### src/core/tlv_pkg.sv
// shared constants for the three-level vectored interrupt controller
// assumes a single system clock and a synchronous active-low reset
package tlv_pkg;

  // ----------------------------------------
  // sizes
  // ----------------------------------------
  localparam int NUM_SRC = 28;
  localparam int NUM_VEC = 10;
  localparam int ADDR_W = 17;

  // ----------------------------------------
  // priority levels, ordered by urgency
  // ----------------------------------------
  typedef enum logic [1:0] {
    LVL_NONE = 2'b00,
    LVL_LOW  = 2'b01,
    LVL_HIGH = 2'b10,
    LVL_TOP  = 2'b11
  } tlv_level_t;

  // vectors that may take the top level instead of high
  localparam logic [3:0] TOP_CAPABLE_LAST = 4'h1;

  // ----------------------------------------
  // vector addresses
  // ----------------------------------------
  localparam logic [ADDR_W-1:0] VEC_ADDR [NUM_VEC] = '{
    17'h0_0003, 17'h0_000B, 17'h0_0013, 17'h0_001B, 17'h0_0023,
    17'h0_002B, 17'h0_0033, 17'h0_003B, 17'h0_0043, 17'h0_004B
  };

  // ----------------------------------------
  // source index to vector index
  // ----------------------------------------
  localparam logic [3:0] SRC_VEC [NUM_SRC] = '{
    4'h0, 4'h1,                   // pin a, pin b
    4'h2, 4'h2, 4'h2,             // pin c, timer0 low, ext e
    4'h3, 4'h3, 4'h3,             // pin d, base timer, ext f
    4'h4, 4'h4,                   // timer0 high, ext g
    4'h5, 4'h5, 4'h5,             // timer1 low/high, ext h
    4'h6, 4'h6, 4'h6,             // sync serial, timer8 low/high
    4'h7, 4'h7,                   // async/sync serial, third serial
    4'h8, 4'h8, 4'h8, 4'h8, 4'h8, 4'h8, // converter, detector, t6, t7, pwm a/b
    4'h9, 4'h9, 4'h9, 4'h9        // display, port zero, t4, t5
  };

  // option-dependent sources
  localparam int SRC_THIRD_SERIAL = 17;
  localparam int SRC_PWM_A = 22;
  localparam int SRC_PWM_B = 23;

  // ----------------------------------------
  // reset values
  // ----------------------------------------
  localparam logic [2:0] INSERV_RST = 3'h0;
  localparam logic [3:0] VEC_IDX_RST = 4'h0;

endpackage

### src/core/tlv_src_latch.sv
// one pending flag for one interrupt source
// assumes set and clear are synchronous single-cycle or level inputs
`timescale 1ns/1ns
`default_nettype none
module tlv_src_latch
  import tlv_pkg::*;
(
  input wire logic core_clk_i,
  input wire logic rst_n_i,
  input wire logic set_i,
  input wire logic clr_i,
  output logic pend_nxt_o,
  output logic pend_o
);

  logic pend_r;

  // set beats a clear in the same cycle so no event is dropped
  assign pend_nxt_o = set_i | (pend_r & ~clr_i);
  assign pend_o = pend_r;

  always_ff @(posedge core_clk_i) begin
    if (!rst_n_i) begin
      pend_r <= 1'b0;
    end else begin
      pend_r <= pend_nxt_o;
    end
  end

endmodule
`default_nettype wire

### src/core/tlv_intc.sv
// three-level vectored interrupt controller: pending flags, level
// arbitration, nesting of in-service levels
// assumes the core pulses accept while a request is shown and pulses
// return at the end of each handler
`timescale 1ns/1ns
`default_nettype none

// Contract
// - three nested levels: top over high over low
// - refuse requests not above in-service level
// - simultaneous requests: highest level wins
// - equal level: smallest vector address wins
// - pin a on 00003H, top or low
// - pin b on 0000BH, top or low
// - 00013H: pin c, timer0 low, ext e
// - 0001BH: pin d, base timer, ext f
// - 00023H: timer0 high, ext g
// - 0002BH: timer1 both halves, ext h
// - 00033H: sync serial, timer8 both halves
// - 0003BH: async serial, third serial in option b
// - 00043H: converter, detector, t6, t7, pwm in a
// - 0004BH: display, port zero, t4, t5
// - 27 sources option a, 26 option b
module tlv_intc
  import tlv_pkg::*;
(
  input wire logic core_clk_i,
  input wire logic rst_n_i,
  input wire logic cfg_option_b_i,
  input wire logic ext_pin_irq_a_i,
  input wire logic ext_pin_irq_b_i,
  input wire logic ext_pin_irq_c_i,
  input wire logic timer_zero_low_event_i,
  input wire logic ext_irq_e_i,
  input wire logic ext_pin_irq_d_i,
  input wire logic base_timer_event_i,
  input wire logic ext_irq_f_i,
  input wire logic timer_zero_high_event_i,
  input wire logic ext_irq_g_i,
  input wire logic timer_one_low_event_i,
  input wire logic timer_one_high_event_i,
  input wire logic ext_irq_h_i,
  input wire logic first_sync_serial_port_i,
  input wire logic timer_eight_low_event_i,
  input wire logic timer_eight_high_event_i,
  input wire logic async_sync_serial_port_i,
  input wire logic third_serial_port_i,
  input wire logic converter_event_i,
  input wire logic small_signal_detector_i,
  input wire logic timer_six_event_i,
  input wire logic timer_seven_event_i,
  input wire logic wide_pulse_channel_a_i,
  input wire logic wide_pulse_channel_b_i,
  input wire logic display_event_i,
  input wire logic port_zero_event_i,
  input wire logic timer_four_event_i,
  input wire logic timer_five_event_i,
  input wire logic [NUM_SRC-1:0] src_enable_i,
  input wire logic [NUM_SRC-1:0] src_clear_i,
  input wire logic [NUM_VEC-1:0] vec_level_upper_i,
  input wire logic irq_accept_i,
  input wire logic irq_return_i,
  output logic irq_req_o,
  output logic [ADDR_W-1:0] irq_vec_addr_o,
  output logic [1:0] irq_level_o,
  output logic [1:0] in_service_level_o,
  output logic [NUM_SRC-1:0] pending_o
);

  // ----------------------------------------
  // decoding helpers
  // ----------------------------------------
  // upper choice means top for the two pin vectors, high for the rest
  function automatic tlv_level_t vec_level(input logic [3:0] v, input logic upper);
    tlv_level_t l;
    if (!upper) begin
      l = LVL_LOW;
    end else if (v <= TOP_CAPABLE_LAST) begin
      l = LVL_TOP;
    end else begin
      l = LVL_HIGH;
    end
    return l;
  endfunction

  // most urgent level still in service; mask bit n stands for level n+1
  function automatic tlv_level_t top_of(input logic [2:0] m);
    tlv_level_t l;
    if (m[2]) begin
      l = LVL_TOP;
    end else if (m[1]) begin
      l = LVL_HIGH;
    end else if (m[0]) begin
      l = LVL_LOW;
    end else begin
      l = LVL_NONE;
    end
    return l;
  endfunction

  // ----------------------------------------
  // state
  // ----------------------------------------
  logic opt_b_r;
  logic [2:0] inserv_r;
  logic [2:0] inserv_nxt;
  logic [3:0] vec_idx_r;
  logic [3:0] win_idx;
  logic win_valid;
  tlv_level_t win_lvl;
  tlv_level_t cur_nxt;
  logic [NUM_SRC-1:0] src_raw;
  logic [NUM_SRC-1:0] src_present;
  logic [NUM_SRC-1:0] src_clr;
  logic [NUM_SRC-1:0] pend_nxt;
  logic [NUM_VEC-1:0] vec_req;

  // source order follows the vector table
  assign src_raw = {
    timer_five_event_i, timer_four_event_i, port_zero_event_i, display_event_i,
    wide_pulse_channel_b_i, wide_pulse_channel_a_i, timer_seven_event_i,
    timer_six_event_i, small_signal_detector_i, converter_event_i,
    third_serial_port_i, async_sync_serial_port_i,
    timer_eight_high_event_i, timer_eight_low_event_i, first_sync_serial_port_i,
    ext_irq_h_i, timer_one_high_event_i, timer_one_low_event_i,
    ext_irq_g_i, timer_zero_high_event_i,
    ext_irq_f_i, base_timer_event_i, ext_pin_irq_d_i,
    ext_irq_e_i, timer_zero_low_event_i, ext_pin_irq_c_i,
    ext_pin_irq_b_i, ext_pin_irq_a_i
  };

  // ----------------------------------------
  // configuration option
  // ----------------------------------------
  // caught while reset is held; treated as a strap afterwards
  always_ff @(posedge core_clk_i) begin
    if (!rst_n_i) begin
      opt_b_r <= cfg_option_b_i;
    end
  end

  always_comb begin
    src_present = '1;
    if (opt_b_r) begin
      src_present[SRC_PWM_A] = 1'b0;
      src_present[SRC_PWM_B] = 1'b0;
    end else begin
      src_present[SRC_THIRD_SERIAL] = 1'b0;
    end
  end

  // ----------------------------------------
  // pending flags
  // ----------------------------------------
  // accept clears every flag of the granted vector; the handler polls
  // its peripherals to find which of the shared sources fired
  genvar gi;
  generate
    for (gi = 0; gi < NUM_SRC; gi++) begin : g_src
      assign src_clr[gi] = src_clear_i[gi] |
                           (irq_accept_i & irq_req_o & (SRC_VEC[gi] == vec_idx_r));
      tlv_src_latch u_latch (
        .core_clk_i(core_clk_i),
        .rst_n_i(rst_n_i),
        .set_i(src_raw[gi] & src_present[gi]),
        .clr_i(src_clr[gi]),
        .pend_nxt_o(pend_nxt[gi]),
        .pend_o()
      );
    end
  endgenerate

  // ----------------------------------------
  // in-service nesting
  // ----------------------------------------
  // return drops the most urgent level, which exposes the one below
  always_comb begin
    inserv_nxt = inserv_r;
    if (irq_return_i) begin
      if (inserv_r[2]) begin
        inserv_nxt[2] = 1'b0;
      end else if (inserv_r[1]) begin
        inserv_nxt[1] = 1'b0;
      end else begin
        inserv_nxt[0] = 1'b0;
      end
    end
    if (irq_accept_i && irq_req_o) begin
      inserv_nxt[irq_level_o - 2'd1] = 1'b1;
    end
  end

  always_ff @(posedge core_clk_i) begin
    if (!rst_n_i) begin
      inserv_r <= INSERV_RST;
    end else begin
      inserv_r <= inserv_nxt;
    end
  end

  assign cur_nxt = top_of(inserv_nxt);

  // ----------------------------------------
  // arbitration
  // ----------------------------------------
  // built on the next-state flags so an accepted vector never shows twice
  always_comb begin
    vec_req = '0;
    for (int s = 0; s < NUM_SRC; s++) begin
      if (pend_nxt[s] && src_enable_i[s]) begin
        vec_req[SRC_VEC[s]] = 1'b1;
      end
    end
  end

  always_comb begin
    tlv_level_t l;
    l = LVL_NONE;
    win_valid = 1'b0;
    win_idx = VEC_IDX_RST;
    win_lvl = LVL_NONE;
    // walking downward with >= leaves the smallest address on a tie
    for (int v = NUM_VEC - 1; v >= 0; v--) begin
      l = vec_level(4'(v), vec_level_upper_i[v]);
      if (vec_req[v] && (l > cur_nxt) && (l >= win_lvl)) begin
        win_valid = 1'b1;
        win_idx = 4'(v);
        win_lvl = l;
      end
    end
  end

  // ----------------------------------------
  // outputs to the core
  // ----------------------------------------
  always_ff @(posedge core_clk_i) begin
    if (!rst_n_i) begin
      irq_req_o <= 1'b0;
      vec_idx_r <= VEC_IDX_RST;
      irq_vec_addr_o <= VEC_ADDR[0];
      irq_level_o <= LVL_NONE;
    end else begin
      irq_req_o <= win_valid;
      vec_idx_r <= win_idx;
      irq_vec_addr_o <= VEC_ADDR[win_idx];
      irq_level_o <= win_valid ? win_lvl : LVL_NONE;
    end
  end

  always_ff @(posedge core_clk_i) begin
    if (!rst_n_i) begin
      in_service_level_o <= LVL_NONE;
      pending_o <= '0;
    end else begin
      in_service_level_o <= cur_nxt;
      pending_o <= pend_nxt;
    end
  end

endmodule
`default_nettype wire

### config.mk
export PLATFORM = sky130hd
export DESIGN_NAME = tlv_intc
export DESIGN_NICKNAME = d
export VERILOG_FILES = /design/src/core/tlv_pkg.sv /design/src/core/tlv_src_latch.sv /design/src/core/tlv_intc.sv
export SDC_FILE = /design/constraint.sdc
export NUM_CORES = 1
export LEC_CHECK = 0
export BUFFER_PORTS_ARGS = -buffer_cell sky130_fd_sc_hd__clkbuf_2
export CAP_MARGIN = 10
export CORE_MARGIN = 3
export CORE_UTILIZATION = 40
export CTS_CLUSTER_SIZE = 30
export DETAILED_ROUTE_END_ITERATION = 10
export PLACE_DENSITY = 0.68
export SKIP_CTS_REPAIR_TIMING = 1
export SLEW_MARGIN = 30
export SYNTH_ARGS = -nofsm -noshare
export SYNTH_HDL_FRONTEND = slang
export SYNTH_SLANG_ARGS = --single-unit
### constraint.sdc
create_clock -name core_clk_i -period 22.8 [get_ports core_clk_i]
set_input_delay 1.14 -clock core_clk_i [delete_from_list [all_inputs] [get_ports core_clk_i]]
set_output_delay 1.14 -clock core_clk_i [all_outputs]
set_load 0.005 [all_outputs]
**Word level (Yosys, flattened, before mapping)**

Memories as Yosys holds them, arrays and structs flattened. A register that Yosys moved wholly into a read port is not among the register bits.
Cells that the tools add are included.

- $add $sub $neg: 1
- $lt $le $gt $ge: 22
- Equality and inequality tests: 9
- Multiplexer cells: 79
- Bitwise operators: 128
- Reduce and logical (&&, ||, !) cells: 53

Operators by type and width:

| cell | number |
|---|---|
| 1-bit bitwise OR | 56 |
| 1-bit logical AND | 50 |
| 2-bit two-way mux | 24 |
| 1-bit bitwise AND | 42 |
| 1-bit two-way mux | 42 |
| 4-bit two-way mux | 10 |
| 1-bit NOT | 28 |
| 2-bit greater-than comparator | 10 |
| 2-bit greater-or-equal comparator | 9 |
| 3-bit by 4-bit equality test with 1-bit output, first input constant | 4 |
| 2-bit by 4-bit equality test with 1-bit output, first input constant | 2 |
| 4-bit equality test, first input constant | 2 |
| 3-bit two-way mux | 2 |
| 4-bit NOT with 5-bit output | 1 |
| 1-bit by 4-bit equality test with 1-bit output, first input constant | 1 |
| 2-bit by 1-bit greater-or-equal comparator with 1-bit output, second input constant | 2 |
| 4-bit zero test | 1 |
| 2-bit by 3-bit < comparator with 1-bit output, second input constant | 1 |
| 3-bit bitwise OR | 1 |
| 1-bit demux with 2-bit select | 1 |
| 2-bit AND reduction | 1 |
| 2-bit by 1-bit subtractor with 2-bit output, second input constant | 1 |
| 1-bit zero test | 1 |

- Register bits: 69
- ROM bits: 272
- Output and inout port bits: 50
- Memories: 1

Memories:

| name | words | bits a word | read ports | clocked after Yosys merged registers in | wr ports | RTL line | source |
|---|---|---|---|---|---|---|---|
| (no name shown) | 16 | 17 | 1 | 1 | 0 | tlv_intc.sv:245 | `irq_vec_addr_o <= VEC_ADDR[win_idx];` |

**Longest topological paths before layout**

Gate-level depths: netlist (run 1).

- Word-level depth: 42
- Gate-level depth with buffers: 58
- Gate-level depth less buffers: 56

**Modules after synthesis**

Synthesis (run 1) repeated with hierarchy kept, for this count alone.

- Cell total of the unflattened synthesis: 442
- Area total of the unflattened synthesis: 4212.8 µm²

By module, submodules not included:

| module | times used | cells an instance | area each (µm²) | seq. area each (µm²) |
|---|---|---|---|---|
| tlv_intc | 1 | 330 | 2881.5 | 870.8 |
| tlv_src_latch | 28 | 4 | 47.5 | 20.0 |

**Worst setup path before layout (run 1)**

No wires, ideal clock.

- Path kind: input-to-reg
- From: input port irq_return_i
- To: register irq_vec_addr_o[5]
- Library setup time: 0.139 ns
- Arrival: 10.723 ns
- Slack: 11.937 ns
- Cell stages on the path: 53
- Path buffers: 1
- Path through: or3b_2 a2bb2oi_1 o31a_1 inv_1 ha_1 nand2_1 o21ai_0 or3b_4 ha_1 a21oi_1 a211o_1 a311oi_1 a21o_1 ha_1 nand2b_1 a21oi_1 a211oi_1 a211oi_1 (+17 left out) a211oi_4 and2_1 nand2b_1 ha_1 nand2b_1 a21oi_1 a311oi_1 and2_1 a21oi_1 ha_1 nand2b_1 a21oi_1 a211o_1 nand2_1 or4_1 o22ai_2 o31a_4 nor3_1

- Cells in the longest elaborated chain, start to end: 38
- Elaborated cells on any way between the ends: 65
- Those cells by class: order compare: 19; mux: 24; bitwise: 2; reduce/logical: 20

RTL lines:

| element | RTL line | source |
|---|---|---|
| start, declared | tlv_intc.sv:62 | `input wire logic irq_return_i,` |
| 3-bit two-way mux (*) | tlv_intc.sv:179 | `if (irq_return_i) begin` |
| 3-bit bitwise OR (no line) | -- |  |
| 3-bit two-way mux (*) | tlv_intc.sv:188 | `if (irq_accept_i && irq_req_o) begin` |
| 1-bit two-way mux | tlv_intc.sv:93 | `end else if (m[0]) begin` |
| 2-bit two-way mux | tlv_intc.sv:91 | `end else if (m[1]) begin` |
| 2-bit two-way mux (*) | tlv_intc.sv:89 | `if (m[2]) begin` |
| net cur_nxt[0] | tlv_intc.sv:111 | `tlv_level_t cur_nxt;` |
| 2-bit greater-than comparator | tlv_intc.sv:225 | `if (vec_req[v] && (l > cur_nxt) && (l >= win_lvl)) begin` |
| (+23 left out) | -- |  |
| 2-bit two-way mux | tlv_intc.sv:225 |  |
| 2-bit greater-or-equal comparator | tlv_intc.sv:225 |  |
| 1-bit logical AND | tlv_intc.sv:225 |  |
| 2-bit two-way mux | tlv_intc.sv:225 |  |
| 2-bit greater-or-equal comparator | tlv_intc.sv:225 |  |
| 1-bit logical AND | tlv_intc.sv:225 |  |
| 4-bit two-way mux (*) | tlv_intc.sv:225 |  |
| 4-bit NOT with 5-bit output (implied by the code) (*) | tlv_intc.sv:245 |  |
| end, declared | tlv_intc.sv:64 | `output logic [ADDR_W-1:0] irq_vec_addr_o,` |

Mark *: on every way through the listed nets, which the timed path passes. The rest lies on a longest branch.
A chain may end at the register's enable or synchronous reset.

**Worst setup path in the final report (run 1)**

Ends and elaborated chain as after synthesis.

==> results of run 1 <==
[synthesized netlist by cell type (4+ instances only)]
library cell  count  share of area (%)
a31oi_1           4               0.67
nand2_1          21                2.1
nor3_1            5               0.67
a21oi_1          34                4.5
o21ai_0          19                2.5
o21a_1            5                1.0
a211o_1           4               0.94
nor2b_1          39                6.5
inv_1            12                1.2
nor2_1           46                4.6
or3_1             4               0.67
o21ai_1           5               0.67
nor3b_1           4               0.80
or3b_2            7                1.6
ha_1             32                 11
or3b_1            5                1.2
nand2b_1         13                2.2
and2_1            6                1.0
a311oi_1          4               0.94
buf_4            47                9.4
dfxtp_1          43                 23
o221ai_1         12                2.8
[worst max-delay path: cells and delay by family]
family / cells / cell delay [ps]
adder cells (fa/ha/maj): 8 / 2300
AO/OA/AOI/OAI: 30 / 6270
AND/OR/NAND/NOR: 13 / 2390
buffers and inverters: 3 / 390
[layout by cell type, fill, tap and decap left out, types with 12 or more instances in the layout]
cell and instances:
inv_1 12, nand2b_1 13, dfxtp_1 43, conb_1 13, nand2_1 21, o221ai_1 12
clkbuf_2 135, ha_1 32, nor2_1 46, nor2b_1 39, o21ai_0 19, a21oi_1 34
[sequential cells by signal, indices dropped and copies added (netlist names)]
signal / flops
irq_req_o: 1
in_service_level_o: 2
vec_idx_r: 4
irq_vec_addr_o: 3
inserv_r: 3
g_src.u_latch.pend_o: 1
opt_b_r: 1
irq_level_o: 2
pending_o: 27
[power by group through the flow]
stage          Clock, mW  Combinational, mW  Sequential, mW
2_1_floorplan          0              0.149          0.0961
3_3_place_gp           0              0.187          0.0971
3_5_place_dp           0              0.194          0.0973
4_1_cts           0.0629              0.195          0.0956
5_1_grt           0.0657              0.220          0.0971
6_report          0.0615              0.194          0.0956
[area by class of cell]
cell class              count  area (um2)  area share [%]
clock buffers               5        68.8            1.58
clock inverters             3        42.5           0.977
inverters                  13        48.8            1.12
multi-input cells         351        2460            56.6
flip-flops and latches     44         891            20.5
well taps                 108         135            3.10
repair buffers            139         706            16.2
[routing by layer]
layer	up-vias	wire length (um)
met5	-	0
li1	1802	-
met1	1645	4340
met2	114	4880
met4	0	130
met3	10	520
[cell families after synthesis]
group           after synthesis  synth area share, %
mux                           1                0.268
fa+ha+maj                    32                 10.7
buf+inv                      65                 11.6
simple gates                174                 27.1
compound gates              131                 26.3
other cells                   2                0.201
flops                        44                 23.8
[path summary, 6_finish.rpt]
check | from | to | slack [ps]
max | irq_return_i | irq_vec_addr_o[5] | 10440
min | inserv_r[0] | inserv_r[0] | 550
max reg2reg | irq_req_o | irq_vec_addr_o[5] | 11040
min reg2reg | inserv_r[0] | inserv_r[0] | 550
[metrics by stage]
stage / total power, mW / setup slack, ps / area, um2 / util (%) / hold WS, ps
finish: 0.351 / 10440 / 4350 / 49.0 / 554
global route: 0.383 / 9500 / 4350 / 49.0 / 609
CTS: 0.353 / 10520 / 4350 / 49.0 / 560
detailed placement: 0.291 / 10210 / 4240 / 47.7 / 537
global placement: 0.284 / 10410 / 4240 / 47.6 / 490
floorplan: 0.245 / 11940 / 3780 / - / 462
==> out/metrics.cfg, run 1 <==
[setup_path]
crit_path_end_kind = register
crit_required_ps = 22950
cpPeakStageDelay_ps = 600
crit_slowest_cell = a311oi_2
ff2ff_path_depth = 53
arrival_ps = 12510
start_kind = input port
crit_top_cell = a21oi_1
cp_max_fo = 11
crit_type = input port to register

[detailed_routing]
via_per_inst = 5.39
first_pass_iters = 4
ant_nets = 0
first_iter_violations = 119
routed_wire_length_per_instance_um = 14.9
dr_total_vias = 3571
drcViolationCount = 0
wl_mm = 9.87

[synth]
seq_area_frac_synth_pct = 23.8
ys_warn_count = 0
synthCells = 449
syn_area_um2 = 3740
ys_seq_elements = 44
ys.flop_type = dfxtp_1
synth_cell_types = 73
synth.avg_cell_area_um2 = 8.33
synthArstFlopShare_pct = 0
synth_enable_flop_cells = 1

[global_route]
gr-usage-met2_pct = 32.4
grt_overflow = 0
grt_pass1_wl_mm = 15.8
met1_usage_pct = 24.3
grt_max_degree = 27
busiest_layer = met2
grt_use_met3_pct = 2.84
grt_pass1_vias = 3420
antenna_found_initial = 0
grt_usage_pct = 18.7

[clocking]
cts_tree = built
cts.clk_slew.worst_paths_ps = 90
cts_buffer_depth = 2
cts_max_level = 2
cts_made_buffers = 5
worstSkewPairLatency_ps = 300
cts_sinks = 44
ctsRootBufferMaster = clkbuf_8

[sta]
tns_ps = 0
setup_viol = 0
fin_crit_ps = 12360
fmax_ghz = 0.0809
rsz0062_at_grt = no
clock_skew_ps = 7.04
maxSlewViolCount = 0
maxSlewHeadroom_pct = 50.5
worstMarginPinSlew_ps = 736
hold_viol_final = 0
period_share_pct = 54.2

[outcome]
status = completed

[power]
seq_power_share_pct = 27.2
clkPwrFrac_pct = 17.5
power_leakage_nw = 2.06
vdd_drop_max_v = 0.0000338
cellPowerDensity_nw_per_um2 = 80.7
p_sw_mw = 0.146
swShare_pct = 41.6
p_int_mw = 0.205
combPwrFrac_pct = 55.3

[floorplan]
die_h_um = 103
rows = 34
core_area_um2 = 8890
die_x_um = 103
ios = 149
initial_utilization_pct = 42.1
die_area_um2 = 10500

[cells_and_area]
drive_above_1_share_pct = 32.4
fin_cells = 663
insertedDiodeCount = 0
fin_nets = 685
num-fill-cells = 868
area_delta_synth_final_pct = 16.4

[min_path]
whs_path_depth = 2
hp-class = register to register

[placement]
dpl.cell_count = 655
hpwl_mm = 8.04
finalWeightedCongestion = 0.892
portBuffers = 135

[job]
cap_violations = 0

(Power assumes the default switching activity.)
==> inputs of run 2 (changes only) <==
Clock period 22.8 ns to 11.71 ns, I/O delays scaled along.
==> run 2 against run 1 <==
Critical path depth increased by 2. Clock skew about the same. Worst hold slack got worse by 100 ps. Largest power group unchanged. Highest routed layer unchanged.
==> out/metrics.cfg, run 2 (same netlist as run 1, synthesis figures left out) <==
[floorplan]
die_h_um = 103
rows = 34
die_area_um2 = 10500
ios = 149
initial_utilization_pct = 42.1
die_x_um = 103
core_area_um2 = 8890

[cells_and_area]
layout_commonest_cell = clkbuf_2
reg_top3 = pending_o x27, vec_idx_r x4
insertedDiodeCount = 0
fin_nets = 688
final_cell_mix = clkbuf_2 (135), nor2_1 (46), dfxtp_1 (43)
largest_register_ffs = 27
num-fill-cells = 888
top_register = pending_o
fin_area_um2 = 4450
drive_above_1_share_pct = 34.8
area_delta_synth_final_pct = 19.1

[clocking]
worstSkewPairLatency_ps = 300
cts.clk_slew.worst_paths_ps = 90
ctsRootBufferMaster = clkbuf_8
cts_sinks = 44
cts_tree = built
cts_buffer_depth = 2
cts_made_buffers = 5
cts_max_level = 2

[power]
swShare_pct = 41.4
vdd_drop_max_v = 0.000103
cellPowerDensity_nw_per_um2 = 162
clkPwrFrac_pct = 17.8
p_sw_mw = 0.300
power_leakage_nw = 2.09
combPwrFrac_pct = 56.0
seq_power_share_pct = 26.1
p_int_mw = 0.424

[detailed_routing]
via_per_inst = 5.35
ant_nets = 0
routed_wire_length_per_instance_um = 15.2
dr_total_vias = 3566
first_pass_iters = 4
drcViolationCount = 0
wl_mm = 10.1
first_iter_violations = 124

[setup_path]
crit_required_ps = 11880
cp_max_fo = 11
crit_path_end_kind = register
arrival_ps = 11040
crit_type = input port to register
start_kind = input port
crit_slowest_cell = or3b_2
cpPeakStageDelay_ps = 440

[sta]
clock_skew_ps = 6.71
worstMarginPinSlew_ps = 618
fmax_ghz = 0.0920
hold_viol_final = 0
rsz0062_at_grt = no
maxSlewHeadroom_pct = 58.4
tns_ps = 0
fin_crit_ps = 10870
setup_viol = 0
period_share_pct = 92.8
maxSlewViolCount = 0

[global_route]
antenna_found_initial = 0
grt_overflow = 0
grt_pass1_vias = 3576
grt_usage_pct = 19.5
grt_max_degree = 36
grt_pass1_wl_mm = 16.6

[placement]
finalWeightedCongestion = 0.847
place_area_um2 = 4250
portBuffers = 135
hpwl_mm = 8.18

[min_path]
hp-class = input port to register

[outcome]
status = completed

[job]
cap_violations = 0

[run 2: changes by cell type in the layout (fill, tap and decap cells not counted), moves of 2 or more]
| cell | delta |
|---|---|
| o21ai_2 | +2 |
| a21oi_1 | -2 |
| a311oi_2 | +2 |
| a211oi_2 | +3 |
| buf_4 | +3 |
| a211oi_1 | -3 |
| a311oi_1 | -2 |
[run 2: metrics by stage]
step / worst slack [ps] / cells / total power [mW] / utilization, % / hold WS [ps]
6_report: 842 / 666 / 0.723 / 50.1 / 454
5_1_grt: 34.0 / 666 / 0.791 / 50.1 / 450
4_1_cts: 237 / 664 / 0.698 / 49.1 / 451
3_5_place_dp: -47.7 / 656 / 0.569 / 47.7 / 497
3_3_place_gp: 534 / 656 / 0.559 / 47.7 / 485
2_1_floorplan: 1400 / 460 / 0.477 / - / 462
[run 2: power groups by stage]
stage | registers [mW] | clock network [mW] | logic, mW
final | 0.189 | 0.129 | 0.405
after global routing | 0.191 | 0.137 | 0.463
after CTS | 0.189 | 0.131 | 0.378
after detailed placement | 0.192 | 0 | 0.376
after global placement | 0.192 | 0 | 0.367
after floorplan | 0.187 | 0 | 0.290
[run 2: final cells by class]
cell class | instances | area, um2 | area share [%]
Clock inverter | 2 | 38.8 | 0.871
Timing Repair Buffer | 142 | 728 | 16.3
Multi-Input combinational cell | 351 | 2530 | 56.8
Clock buffer | 6 | 82.6 | 1.85
Sequential cell | 44 | 891 | 20.0
Inverter | 13 | 50.0 | 1.12
Tap cell | 108 | 135 | 3.03
[run 2: critical path: cells and delay by family]
kind            cells  cell delay [ps]
compound gates     30             5280
fa+ha+maj           8             2140
buf+inv             3              380
simple gates       15             2620
[run 2: path summary, 6_finish.rpt]
check                      end  cells after the start            from  slack (ps)
setup / recovery  vec_idx_r[3]                     56    irq_return_i         840
hold / removal         opt_b_r                      1  cfg_option_b_i         450
setup reg to reg  vec_idx_r[3]                     55     inserv_r[1]         870
hold reg to reg    inserv_r[0]                      2     inserv_r[0]         520
[run 2: layer usage]
| metal | part of all wire [%] | up-vias | global-route usage [%] | wire [um] |
|---|---|---|---|---|
| met1 | 45 | 1648 | 25.3 | 4530 |
| met4 | 1.0 | 0 | 3.73 | 105 |
| met5 | 0 | - | 0 | 0 |
| met3 | 4.8 | 10 | 3.04 | 486 |
| li1 | - | 1803 | - | - |
| met2 | 49 | 105 | 34.4 | 5000 |
==> inputs of run 3 (changes only) <==
Settings changed: PLACE_DENSITY 0.68 to 0.71, TNS_END_PERCENT set to 1.
Clock period 11.71 ns to 9.87 ns, I/O delays scaled along.
==> run 3 against run 2 <==
The flow now finishes with violations (negative setup slack). Via count grew 11%. Critical path depth decreased by 1. Worst setup slack got worse by 1100 ps. Worst hold slack worse by 80 ps. Sequential share of layout area fell by 2.5 points. Sequential power rose by 22%. Register-to-register slack worse by 1100 ps. Global-route usage increased by 0.27 points. Design area rose by 15%. Final cell count rose by 7.1%. Routed wire length rose by 17%. Clock skew fell by 0.58 ps. Largest cell class unchanged.
==> out/metrics.cfg, run 3 (same netlist as run 1, synthesis figures left out) <==
[setup_path]
cpPeakStageDelay_ps = 530
crit_top_cell = a21oi_2
crit_slowest_cell = or4_4
critPathTopFamily = compound AO/OA/AOI/OAI gates
cp_max_fo = 7
endpoint = vec_idx_r[2]
crit_cells = 55
start_kind = register
critPathBufInv = 4
ff2ff_path_depth = 55
r2r-end = vec_idx_r[2]
crit_path_end_kind = register
cp-startpoint = inserv_r[1]
crit_type = register to register
rrSetupSlack_ps = -260
crit_required_ps = 10040
arrival_ps = 10290
reg2reg_from = inserv_r[1]

[placement]
finalWeightedCongestion = 0.841
place_area_um2 = 4520
portBuffers = 135
hpwl_mm = 8.69
dpl.cell_count = 687

[sta]
fin_crit_ps = 10130
fmax_ghz = 0.0987
maxSlewHeadroom_pct = 30.9
worstMarginPinSlew_ps = 1030
hold_viol_final = 0
setup_slack_ps = -258
maxSlewViolCount = 0
period_share_pct = 103
rsz0062_at_grt = yes
setup_viol = 10
clock_skew_ps = 6.13

[global_route]
antenna_found_initial = 0
grt_pass1_vias = 3614
grt_max_degree = 36
grt_pass1_wl_mm = 16.8
grt_usage_pct = 19.8
grt_overflow = 0

[cells_and_area]
fin_cells = 713
final_cell_mix = clkbuf_2 (135), buf_4 (52), nor2_1 (45)
top_register = pending_o
drive_above_1_share_pct = 46.6
insertedDiodeCount = 0
fin_nets = 735
layout_commonest_cell = clkbuf_2
fin_area_um2 = 5100
reg_top3 = pending_o x27, vec_idx_r x4
final_util_pct = 57.4
largest_register_ffs = 27
area_delta_synth_final_pct = 36.4

[clocking]
cts.clk_slew.worst_paths_ps = 90
worstSkewPairLatency_ps = 310
cts_made_buffers = 5
cts_tree = built
cts_sinks = 44
ctsRootBufferMaster = clkbuf_8
cts_buffer_depth = 2
cts_max_level = 2

[job]
cap_violations = 0

[floorplan]
die_h_um = 103
core_area_um2 = 8890
die_x_um = 103
ios = 149
rows = 34
initial_utilization_pct = 42.1
die_area_um2 = 10500

[detailed_routing]
wl_mm = 11.8
dr_total_vias = 3969
routed_wire_length_per_instance_um = 16.6
first_iter_violations = 316
ant_nets = 0
via_per_inst = 5.57
drcViolationCount = 0
first_pass_iters = 6

[outcome]
violations = negative setup slack
status = finished, violations left

[power]
power_leakage_nw = 2.39
cellPowerDensity_nw_per_um2 = 221
vdd_drop_max_v = 0.000113

[min_path]
hp-class = input port to register

run 3: changes by cell type in the layout (fill, tap and decap cells not counted), sizes merged:
cell,previous run,this run
buf,7,54
run 3: final cells by class:
| cell class | instances | area, um2 |
|---|---|---|
| fillers | 740 | 3790 |
| well taps | 108 | 135 |
| flip-flops and latches | 44 | 892 |
| inverters | 13 | 50.0 |
| clock inverters | 2 | 38.8 |
| multi-input cells | 351 | 2810 |
| repair buffers | 189 | 1090 |
| clock buffers | 6 | 82.6 |
run 3: worst register-to-register path, delay by kind of cell, from the launching register on:
kind	cells	cell delay (ps)
AO/OA/AOI/OAI	28	4440
flip-flops	1	330
adder cells (fa/ha/maj)	8	1980
AND/OR/NAND/NOR	15	2790
buffers and inverters	4	450
run 3: report_power, final:
| part | total [mW] | switching, mW | internal [mW] |
|---|---|---|---|
| combinational | 0.744 | 0.360 | 0.384 |
| sequential | 0.231 | 0.0273 | 0.203 |
| clock | 0.152 | 0.0694 | 0.0829 |
run 3: metal layers:
layer | track usage (%) | wire (um)
met1 | 25.7 | 4870
met2 | 34.2 | 5870
met3 | 3.11 | 825
met4 | 5.05 | 254
met5 | 0 | 0
run 3: how the worst min path moves through the flow:
stage               cells after the start  slack (ps)            to      startpoint
floorplan                               2         460   inserv_r[0]     inserv_r[0]
global placement                        2         510  pending_o[3]    pending_o[3]
detailed placement                      2         530  pending_o[3]    pending_o[3]
CTS                                     1         370       opt_b_r  cfg_option_b_i
global route                            1         370       opt_b_r  cfg_option_b_i
finish                                  1         370       opt_b_r  cfg_option_b_i
run 3: through the flow:
stage | hold slack [ps] | setup TNS (ps) | power (mW) | setup WS (ps)
finish | 374 | -2010 | 1.13 | -258
global route | 365 | -6140 | 1.20 | -665
CTS | 371 | -2990 | 0.921 | -345
detailed placement | 534 | -4470 | 0.763 | -498
global placement | 512 | -81.5 | 0.745 | -45.2
floorplan | 457 | 0 | 0.577 | 2.08
